===== src/logic/tio_params.svh =====
// constants for the trigger and i/o conditioning block
`ifndef TIO_PARAMS_SVH
`define TIO_PARAMS_SVH

`define TIO_CLK_NS 50
`define TIO_TICK_NS 1000
`define TIO_TICK_CYC ((`TIO_TICK_NS) / (`TIO_CLK_NS))
`define TIO_ENC_FILT_NS 100
`define TIO_ENC_CYC ((`TIO_ENC_FILT_NS + `TIO_CLK_NS - 1) / (`TIO_CLK_NS))
`define TIO_DBN_MIN 8'h01

`define TIO_OFF_CTRL 8'h00
`define TIO_OFF_DBN 8'h04
`define TIO_OFF_GPO 8'h08
`define TIO_OFF_STROBE 8'h0C
`define TIO_OFF_LEVEL 8'h10
`define TIO_OFF_ISTAT 8'h14
`define TIO_OFF_IMASK 8'h18

`define TIO_CTRL_POL 0
`define TIO_CTRL_EN 2
`define TIO_CTRL_TWO 4
`define TIO_CTRL_SOFT 8
`define TIO_DBN_T1 0
`define TIO_DBN_T2 8
`define TIO_STB_EN 0
`define TIO_STB_LVL 2
`define TIO_LVL_GIN 0
`define TIO_LVL_TRIG 4
`define TIO_LVL_ENC 6

`define TIO_POL_RST 2'h3
`define TIO_EN_RST 2'h0
`define TIO_DBN_RST 8'h00
`define TIO_GPO_RST 4'h0
`define TIO_STB_RST 2'h0
`define TIO_INT_RST 6'h00

`endif


===== src/logic/tio_pkg.sv =====
// types for the trigger and i/o conditioning block
package tio_pkg;
  typedef enum logic [0:0] {
    TIO_FR_IDLE = 1'b0,
    TIO_FR_OPEN = 1'b1
  } tio_frame_t;
  typedef logic [7:0] tio_dbn_t;
endpackage : tio_pkg


===== src/logic/tio_debounce.sv =====
// level filter: output follows input after it differs for limit+1 steps
`timescale 1ns/10ps
module tio_debounce (
  input wire logic sys_clk,
  input wire logic sys_rst,
  input wire logic step,
  input wire logic [7:0] limit,
  input wire logic din,
  output logic level_o
);
  logic [7:0] cnt_reg;
  logic [7:0] cnt_next;
  logic level_reg;
  logic level_next;

  always_comb begin
    cnt_next = cnt_reg;
    level_next = level_reg;
    if (din == level_reg) begin
      cnt_next = 8'h00;
    end else if (step) begin
      if (cnt_reg == limit) begin
        level_next = din;
        cnt_next = 8'h00;
      end else begin
        cnt_next = cnt_reg + 8'h01;
      end
    end
  end

  always_ff @(posedge sys_clk) begin
    if (sys_rst) begin
      cnt_reg <= 8'h00;
      level_reg <= 1'b0;
    end else begin
      cnt_reg <= cnt_next;
      level_reg <= level_next;
    end
  end

  assign level_o = level_reg;
endmodule : tio_debounce


===== src/logic/tio_top.sv =====
// trigger, encoder and general i/o conditioning with register port
//
// Behaviour
// trigger debounce programmable per input, 1 to 255 microseconds
// trigger pulses shorter than the debounce time never reach acquisition
// debounce setting zero behaves as one microsecond
// trigger valid once active longer than debounce; reported at that moment
// software selects active high or active low per trigger input
// software trigger acts exactly like a validated external trigger; code only pulses acq_trig, no status bit or frame open
// two-pulse line-scan mode: second trigger input ends the frame
// encoder phases a and b offered as line trigger source
// encoder phases filtered for 100 ns, shorter glitches rejected
// each general input raises own interrupt; levels readable
// general outputs driven from software-written register bits
// strobe outputs stay high impedance until software enables them
// one microsecond tick from clock; debounce count restarts when inactive
`timescale 1ns/10ps
`include "tio_params.svh"
module tio_top (
  input wire logic sys_clk,
  input wire logic sys_rst,
  input wire logic [7:0] reg_addr,
  input wire logic [31:0] reg_wdata,
  input wire logic reg_wr,
  input wire logic reg_rd,
  output logic [31:0] reg_rdata,
  input wire logic [1:0] ext_trig_in,
  input wire logic enc_phase_a,
  input wire logic enc_phase_b,
  input wire logic [3:0] gen_in,
  output logic [3:0] gen_out,
  output logic [1:0] strobe_out,
  output logic [1:0] strobe_oe,
  output logic acq_trig,
  output logic frame_end,
  output logic line_phase_a,
  output logic line_phase_b,
  output logic irq
);
  // microsecond tick
  logic [4:0] tick_cnt_reg;
  logic [4:0] tick_cnt_next;
  logic tick_reg;
  logic tick_next;

  always_comb begin
    if (tick_cnt_reg == 5'(`TIO_TICK_CYC - 1)) begin
      tick_cnt_next = 5'h00;
      tick_next = 1'b1;
    end else begin
      tick_cnt_next = tick_cnt_reg + 5'h01;
      tick_next = 1'b0;
    end
  end

  always_ff @(posedge sys_clk) begin
    if (sys_rst) begin
      tick_cnt_reg <= 5'h00;
      tick_reg <= 1'b0;
    end else begin
      tick_cnt_reg <= tick_cnt_next;
      tick_reg <= tick_next;
    end
  end

  // software registers
  logic [1:0] pol_reg;
  logic [1:0] pol_next;
  logic [1:0] ten_reg;
  logic [1:0] ten_next;
  logic two_reg;
  logic two_next;
  logic soft_reg;
  logic soft_next;
  tio_pkg::tio_dbn_t dbn_reg [2];
  tio_pkg::tio_dbn_t dbn_next [2];
  logic [3:0] gpo_reg;
  logic [3:0] gpo_next;
  logic [1:0] stb_en_reg;
  logic [1:0] stb_en_next;
  logic [1:0] stb_lvl_reg;
  logic [1:0] stb_lvl_next;
  logic [5:0] istat_reg;
  logic [5:0] istat_next;
  logic [5:0] imask_reg;
  logic [5:0] imask_next;
  logic [31:0] rdata_reg;
  logic [31:0] rdata_next;
  logic irq_reg;
  logic irq_next;

  // filtered inputs
  logic [1:0] trig_act;
  logic [1:0] trig_lvl;
  logic [1:0] trig_prev_reg;
  logic [1:0] trig_rise;
  logic [1:0] enc_raw;
  logic [1:0] enc_lvl;
  logic [1:0] enc_out_reg;
  logic [3:0] gin_prev_reg;
  tio_pkg::tio_dbn_t lim_eff [2];

  genvar gi;
  generate
    for (gi = 0; gi < 2; gi++) begin : g_trig
      assign trig_act[gi] = (ext_trig_in[gi] == pol_reg[gi]);
      assign lim_eff[gi] = (dbn_reg[gi] == 8'h00) ? `TIO_DBN_MIN : dbn_reg[gi];
      tio_debounce u_trig_dbn (
        .sys_clk(sys_clk),
        .sys_rst(sys_rst),
        .step(tick_reg),
        .limit(lim_eff[gi]),
        .din(trig_act[gi]),
        .level_o(trig_lvl[gi])
      ); // see see
      assign trig_rise[gi] = trig_lvl[gi] & ~trig_prev_reg[gi];
      tio_debounce u_enc_dbn (
        .sys_clk(sys_clk),
        .sys_rst(sys_rst),
        .step(1'b1),
        .limit(8'(`TIO_ENC_CYC - 1)),
        .din(enc_raw[gi]),
        .level_o(enc_lvl[gi])
      );
    end
  endgenerate

  assign enc_raw = {enc_phase_b, enc_phase_a};

  always_ff @(posedge sys_clk) begin
    if (sys_rst) begin
      trig_prev_reg <= 2'h0;
      enc_out_reg <= 2'h0;
      gin_prev_reg <= 4'h0;
    end else begin
      trig_prev_reg <= trig_lvl;
      enc_out_reg <= enc_lvl;
      gin_prev_reg <= gen_in;
    end
  end

  // register access and interrupts
  always_comb begin
    pol_next = pol_reg;
    ten_next = ten_reg;
    two_next = two_reg;
    soft_next = 1'b0;
    dbn_next = dbn_reg;
    gpo_next = gpo_reg;
    stb_en_next = stb_en_reg;
    stb_lvl_next = stb_lvl_reg;
    imask_next = imask_reg;
    istat_next = istat_reg;
    rdata_next = 32'h0000_0000;
    if (reg_wr) begin
      case (reg_addr)
        `TIO_OFF_CTRL: begin
          pol_next = reg_wdata[`TIO_CTRL_POL +: 2];
          ten_next = reg_wdata[`TIO_CTRL_EN +: 2];
          two_next = reg_wdata[`TIO_CTRL_TWO];
          soft_next = reg_wdata[`TIO_CTRL_SOFT];
        end
        `TIO_OFF_DBN: begin
          dbn_next[0] = reg_wdata[`TIO_DBN_T1 +: 8];
          dbn_next[1] = reg_wdata[`TIO_DBN_T2 +: 8];
        end
        `TIO_OFF_GPO: begin
          gpo_next = reg_wdata[3:0];
        end
        `TIO_OFF_STROBE: begin
          stb_en_next = reg_wdata[`TIO_STB_EN +: 2];
          stb_lvl_next = reg_wdata[`TIO_STB_LVL +: 2];
        end
        `TIO_OFF_ISTAT: begin
          istat_next = istat_reg & ~reg_wdata[5:0];
        end
        `TIO_OFF_IMASK: begin
          imask_next = reg_wdata[5:0];
        end
        default: begin
          istat_next = istat_reg;
        end
      endcase
    end
    // events win over a clear in the same cycle
    istat_next = istat_next | {trig_rise, gen_in ^ gin_prev_reg};
    if (reg_rd) begin
      case (reg_addr)
        `TIO_OFF_CTRL: rdata_next = {27'h0, two_reg, ten_reg, pol_reg};
        `TIO_OFF_DBN: rdata_next = {16'h0, dbn_reg[1], dbn_reg[0]};
        `TIO_OFF_GPO: rdata_next = {28'h0, gpo_reg};
        `TIO_OFF_STROBE: rdata_next = {28'h0, stb_lvl_reg, stb_en_reg};
        `TIO_OFF_LEVEL: rdata_next = {24'h0, enc_lvl, trig_lvl, gen_in};
        `TIO_OFF_ISTAT: rdata_next = {26'h0, istat_reg};
        `TIO_OFF_IMASK: rdata_next = {26'h0, imask_reg};
        default: rdata_next = 32'h0000_0000;
      endcase
    end
    irq_next = |(istat_reg & imask_reg);
  end

  always_ff @(posedge sys_clk) begin
    if (sys_rst) begin
      pol_reg <= `TIO_POL_RST;
      ten_reg <= `TIO_EN_RST;
      two_reg <= 1'b0;
      soft_reg <= 1'b0;
      dbn_reg[0] <= `TIO_DBN_RST;
      dbn_reg[1] <= `TIO_DBN_RST;
      gpo_reg <= `TIO_GPO_RST;
      stb_en_reg <= `TIO_STB_RST;
      stb_lvl_reg <= `TIO_STB_RST;
      istat_reg <= `TIO_INT_RST;
      imask_reg <= `TIO_INT_RST;
      rdata_reg <= 32'h0000_0000;
      irq_reg <= 1'b0;
    end else begin
      pol_reg <= pol_next;
      ten_reg <= ten_next;
      two_reg <= two_next;
      soft_reg <= soft_next;
      dbn_reg <= dbn_next;
      gpo_reg <= gpo_next;
      stb_en_reg <= stb_en_next;
      stb_lvl_reg <= stb_lvl_next;
      istat_reg <= istat_next;
      imask_reg <= imask_next;
      rdata_reg <= rdata_next;
      irq_reg <= irq_next;
    end
  end

  // acquisition trigger and two-pulse frame tracking
  tio_pkg::tio_frame_t frame_reg;
  tio_pkg::tio_frame_t frame_next;
  logic acq_reg;
  logic acq_next;
  logic fend_reg;
  logic fend_next;
  logic t1_ok;

  always_comb begin
    frame_next = frame_reg;
    fend_next = 1'b0;
    t1_ok = ten_reg[0] & trig_rise[0];
    if (two_reg) begin
      case (frame_reg)
        tio_pkg::TIO_FR_IDLE: begin
          if (t1_ok) begin
            frame_next = tio_pkg::TIO_FR_OPEN;
          end
        end
        tio_pkg::TIO_FR_OPEN: begin
          t1_ok = 1'b0;
          if (ten_reg[1] & trig_rise[1]) begin
            frame_next = tio_pkg::TIO_FR_IDLE;
            fend_next = 1'b1;
          end
        end
        default: begin
          frame_next = tio_pkg::TIO_FR_IDLE;
        end
      endcase
    end else begin
      frame_next = tio_pkg::TIO_FR_IDLE;
    end
    acq_next = t1_ok | soft_reg; // see
  end

  always_ff @(posedge sys_clk) begin
    if (sys_rst) begin
      frame_reg <= tio_pkg::TIO_FR_IDLE;
      acq_reg <= 1'b0;
      fend_reg <= 1'b0;
    end else begin
      frame_reg <= frame_next;
      acq_reg <= acq_next;
      fend_reg <= fend_next;
    end
  end

  assign reg_rdata = rdata_reg;
  assign gen_out = gpo_reg;
  assign strobe_out = stb_lvl_reg;
  assign strobe_oe = stb_en_reg;
  assign acq_trig = acq_reg;
  assign frame_end = fend_reg;
  assign line_phase_a = enc_out_reg[0];
  assign line_phase_b = enc_out_reg[1];
  assign irq = irq_reg;

  // assertion helper: consecutive active cycles of trigger input 1
  logic [15:0] act_cyc;
  always_ff @(posedge sys_clk) begin
    if (sys_rst || !trig_act[0]) begin
      act_cyc <= 16'h0000;
    end else if (act_cyc != 16'hFFFF) begin
      act_cyc <= act_cyc + 16'h0001;
    end
  end
endmodule : tio_top


===== config.mk =====
export PLATFORM = sky130hd
export DESIGN_NAME = tio_top
export DESIGN_NICKNAME = d
export VERILOG_FILES = /design/src/logic/tio_pkg.sv /design/src/logic/tio_debounce.sv /design/src/logic/tio_top.sv
export VERILOG_INCLUDE_DIRS = /design/src /design/src/logic
export SDC_FILE = /design/constraint.sdc
export NUM_CORES = 1
export LEC_CHECK = 0
export ABC_AREA = 1
export BUFFER_PORTS_ARGS = -buffer_cell sky130_fd_sc_hd__buf_2
export CORE_MARGIN = 2
export CORE_UTILIZATION = 62
export CTS_BUF_LIST = sky130_fd_sc_hd__clkbuf_4 sky130_fd_sc_hd__clkbuf_8
export CTS_CLUSTER_SIZE = 12
export DETAILED_ROUTE_END_ITERATION = 16
export MAX_ROUTING_LAYER = met4
export PLACE_DENSITY = 0.88
export SLEW_MARGIN = 20
export SYNTH_ARGS = -nofsm -noshare
export SYNTH_HDL_FRONTEND = slang
export SYNTH_SLANG_ARGS = --single-unit

===== constraint.sdc =====
create_clock -name sys_clk -period 3.5 [get_ports sys_clk]
set_input_delay 0.525 -clock sys_clk [delete_from_list [all_inputs] [get_ports sys_clk]]
set_output_delay 0.525 -clock sys_clk [all_outputs]
set_load 0.05 [all_outputs]

==> impl_metrics.xml <==
<?xml version="1.0" encoding="UTF-8"?>
<metrics>
  <group name="sta">
    <metric name="clock_skew" unit="ns">0.00871</metric>
    <metric name="unrepaired_setup_endpoints_after_global_routing" unit="">no</metric>
    <metric name="slew_headroom" unit="">0.588</metric>
    <metric name="worst-slew-pin-transition" unit="ns">0.616</metric>
    <metric name="max_freq" unit="GHz">0.512</metric>
    <metric name="final.setup.tns" unit="ns">0</metric>
    <metric name="timing.final.max_slew_violations" unit="">0</metric>
    <metric name="report.final.hold_viol_count" unit="">0</metric>
    <metric name="finalCritPeriodShare" unit="">0.558</metric>
    <metric name="layout_setup_ws" unit="ns">1.55</metric>
    <metric name="min_period" unit="ns">1.95</metric>
    <metric name="finalSetupViolCount" unit="">0</metric>
  </group>
  <group name="critical_path">
    <metric name="cp_common_cell" unit="">nand2_4</metric>
    <metric name="crit_path_buffers_inverters" unit="">4</metric>
    <metric name="crit_type" unit="">in2reg</metric>
    <metric name="cp_top_family" unit="">simple AND/OR/NAND/NOR gates</metric>
    <metric name="critical_path_arrival" unit="ns">2.25</metric>
    <metric name="worstSetupEndpointType" unit="">register</metric>
    <metric name="critPathMaxFanout" unit="">32</metric>
    <metric name="worst-endpoint-required" unit="ns">3.80</metric>
    <metric name="max_stage_delay" unit="ns">0.44</metric>
    <metric name="cp-start-kind" unit="">input port</metric>
    <metric name="critical_path.slowest_cell" unit="">clkinv_1</metric>
    <metric name="timing.critical_path.cells" unit="">buf_2, inv_1, nand3_1, clkinv_1, nand2_4, clkinv_2, nand2_4, o21ai_0, a21oi_1</metric>
  </group>
  <group name="floorplan">
    <metric name="fp.dieArea" unit="um2">8840</metric>
    <metric name="io_pins" unit="">97</metric>
    <metric name="placement_rows" unit="">32</metric>
    <metric name="floorplan.die.height" unit="um">94.0</metric>
    <metric name="initial_utilization" unit="">0.644</metric>
    <metric name="dieWidth" unit="um">94.0</metric>
    <metric name="floorplan.core_area" unit="um2">7810</metric>
  </group>
  <group name="synth">
    <metric name="edff_count_synth" unit="">0</metric>
    <metric name="yosys.area.top_type_share" unit="">0.446</metric>
    <metric name="primary_flip_flop_cell_chosen_by_synthesis_mapping" unit="">dfxtp_1</metric>
    <metric name="synthArstFlopShare" unit="">0</metric>
    <metric name="post_synth_main_area_contributors" unit="">dfxtp_1 45%, nand2_1 9.8%, nor2_1 7.8%, inv_1 6.3%, a21oi_1 5.0%</metric>
    <metric name="synth.yosys.seq_area_share" unit="">0.446</metric>
    <metric name="synth_seq_cells" unit="">112</metric>
    <metric name="ys_warn_count" unit="">0</metric>
    <metric name="avgSynthCellArea" unit="um2">7.27</metric>
    <metric name="synthesis.area" unit="um2">5030</metric>
    <metric name="post-synth-top-area-cell" unit="">dfxtp_1</metric>
    <metric name="synthCells" unit="">691</metric>
    <metric name="synth.lib_cells_used.distinct" unit="">36</metric>
  </group>
  <group name="clock_tree">
    <metric name="clock_tree.htree_level_count" unit="">3</metric>
    <metric name="tritoncts" unit="">done</metric>
    <metric name="numCtsBuffers" unit="">9</metric>
    <metric name="clock_latency" unit="ns">0.37</metric>
    <metric name="post_cts.repair.setup_buffers" unit="">0</metric>
    <metric name="hold_buf_cts" unit="">0</metric>
    <metric name="cts_repair_resize_count" unit="">0</metric>
    <metric name="cts_max_path_buffers" unit="">2</metric>
    <metric name="cts_root_buffer_type" unit="">clkbuf_8</metric>
    <metric name="clk_pin_slew" unit="ns">0.11</metric>
    <metric name="cts_sinks" unit="">112</metric>
  </group>
  <group name="drt">
    <metric name="routed_wirelength" unit="um">11200</metric>
    <metric name="avgViaCountPerCell" unit="">5.27</metric>
    <metric name="via_count" unit="">4536</metric>
    <metric name="detailroute.wirelength.met2" unit="um">5460</metric>
    <metric name="route.layer.met1.wl" unit="um">4800</metric>
    <metric name="highest_layer" unit="">met4</metric>
    <metric name="route.detailed.drc" unit="">0</metric>
    <metric name="drtAntennaViolNets" unit="">0</metric>
    <metric name="drt-initial-drc-count" unit="">226</metric>
    <metric name="firstDrtPassIters" unit="">5</metric>
    <metric name="wl_per_cell" unit="um">13.1</metric>
    <metric name="met3WireLength" unit="um">807</metric>
  </group>
  <group name="cells_and_area">
    <metric name="most_common_cell_after_layout_fill_and_taps_aside" unit="">nand2_1</metric>
    <metric name="nNetsFinal" unit="">812</metric>
    <metric name="antenna_cells" unit="">0</metric>
    <metric name="area_growth" unit="%">9.98</metric>
    <metric name="layout-drive-gt1-share" unit="">0.132</metric>
    <metric name="layout_common_cells" unit="">131 x nand2_1, 112 x dfxtp_1, 104 x nor2_1</metric>
  </group>
  <group name="run">
    <metric name="timing.max_cap.violations" unit="">0</metric>
  </group>
  <group name="power_and_ir_drop">
    <metric name="irDropWorstVdd" unit="V">0.000280</metric>
    <metric name="power-per-cell-area" unit="nW/um2">397</metric>
    <metric name="cellLeakagePower" unit="nW">2.36</metric>
  </group>
  <group name="grt">
    <metric name="track_usage" unit="">0.269</metric>
    <metric name="grt_first_pass_wirelength" unit="um">18400</metric>
    <metric name="antenna_found_initial" unit="">0</metric>
    <metric name="gr-total-overflow" unit="">0</metric>
    <metric name="grt_start_max_net_pins" unit="">34</metric>
    <metric name="first_global_vias" unit="">4279</metric>
  </group>
  <group name="place">
    <metric name="dp_worst_setup_slack" unit="ns">1.26</metric>
    <metric name="dpl.hpwl" unit="um">8380</metric>
    <metric name="port_buffers" unit="">64</metric>
    <metric name="routabilityCongestion" unit="">0.949</metric>
  </group>
  <group name="outcome">
    <metric name="result_of_the_run" unit="">finished, final reports clean</metric>
  </group>
  <group name="min_path">
    <metric name="worstHoldPathType" unit="">in2reg</metric>
  </group>
</metrics>
final timing paths:
path | to | cells after the start | startpoint | slack [ns]
hold reg to reg | tick_cnt_reg[0] | 1 | tick_cnt_reg[0] | 0.45
hold / removal | gin_prev_reg[1] | 3 | gen_in[1] | 0.38
setup reg to reg | g_trig[1].u_trig_dbn.cnt_reg[7] | 7 | tick_reg | 1.75
setup / recovery | dbn_reg[0] | 9 | reg_addr[4] | 1.55
cell type report:
cell class / instances / area (um2)
multi-input cells: 475 / 2310
fillers: 641 / 2280
clock buffers: 9 / 124
clock inverters: 7 / 57.6
inverters: 89 / 335
repair buffers: 66 / 335
well taps: 102 / 128
flip-flops and latches: 112 / 2240
worst reg2reg max path: cells and delay by family, from the launching register on:
| family | cells | cell delay, ns |
|---|---|---|
| DFF | 1 | 0.52 |
| and+or+nand+nor | 6 | 0.91 |
| buffers and inverters | 1 | 0.22 |
power breakdown:
| part | switching [W] | internal [W] | total (W) |
|---|---|---|---|
| clock network | 0.000448 | 0.000267 | 0.000715 |
| registers | 0.0000149 | 0.00129 | 0.00131 |
| logic | 0.000126 | 0.0000449 | 0.000171 |
| total | 0.000589 | 0.00160 | 0.00219 |
per-layer routing:
metal,GRT usage,vias to the layer above
met5,-,-
met4,0.0785,0
met3,0.0610,17
met2,0.450,165
met1,0.326,2074
li1,-,2280
cells by family after synthesis:
| logic type | after synthesis | share of synthesized area |
|---|---|---|
| flip-flops | 112 | 0.446 |
| AND/OR/NAND/NOR | 312 | 0.264 |
| other | 1 | 0.000746 |
| AO/OA/AOI/OAI | 113 | 0.119 |
| adder cells (fa/ha/maj) | 7 | 0.0174 |
| XOR/XNOR | 27 | 0.0471 |
| buffers and inverters | 119 | 0.106 |
stage by stage:
| step | instance area, um2 | cells | hold slack [ns] | util | power (W) |
|---|---|---|---|---|---|
| 2_1_floorplan | 5080 | 706 | 0.415 | - | 0.00146 |
| 3_3_place_gp | 5350 | 844 | 0.428 | 0.685 | 0.00150 |
| 3_5_place_dp | 5350 | 844 | 0.435 | 0.685 | 0.00150 |
| 4_1_cts | 5530 | 860 | 0.372 | 0.708 | 0.00220 |
| 5_1_grt | 5530 | 860 | 0.380 | 0.708 | 0.00227 |
| 6_report | 5530 | 860 | 0.381 | 0.708 | 0.00219 |
cells in the mapped netlist, types with 9 or more instances:
library cell and number:
a21oi_1 50, buf_4 16, dfxtp_1 112, inv_1 84
nand2_1 131, nand3_1 42, nor2_1 104, nor3_1 17
o21ai_0 38, o21ai_1 15, xnor2_1 9, xor2_1 18
Note: power is estimated with default switching activity, not from simulation.
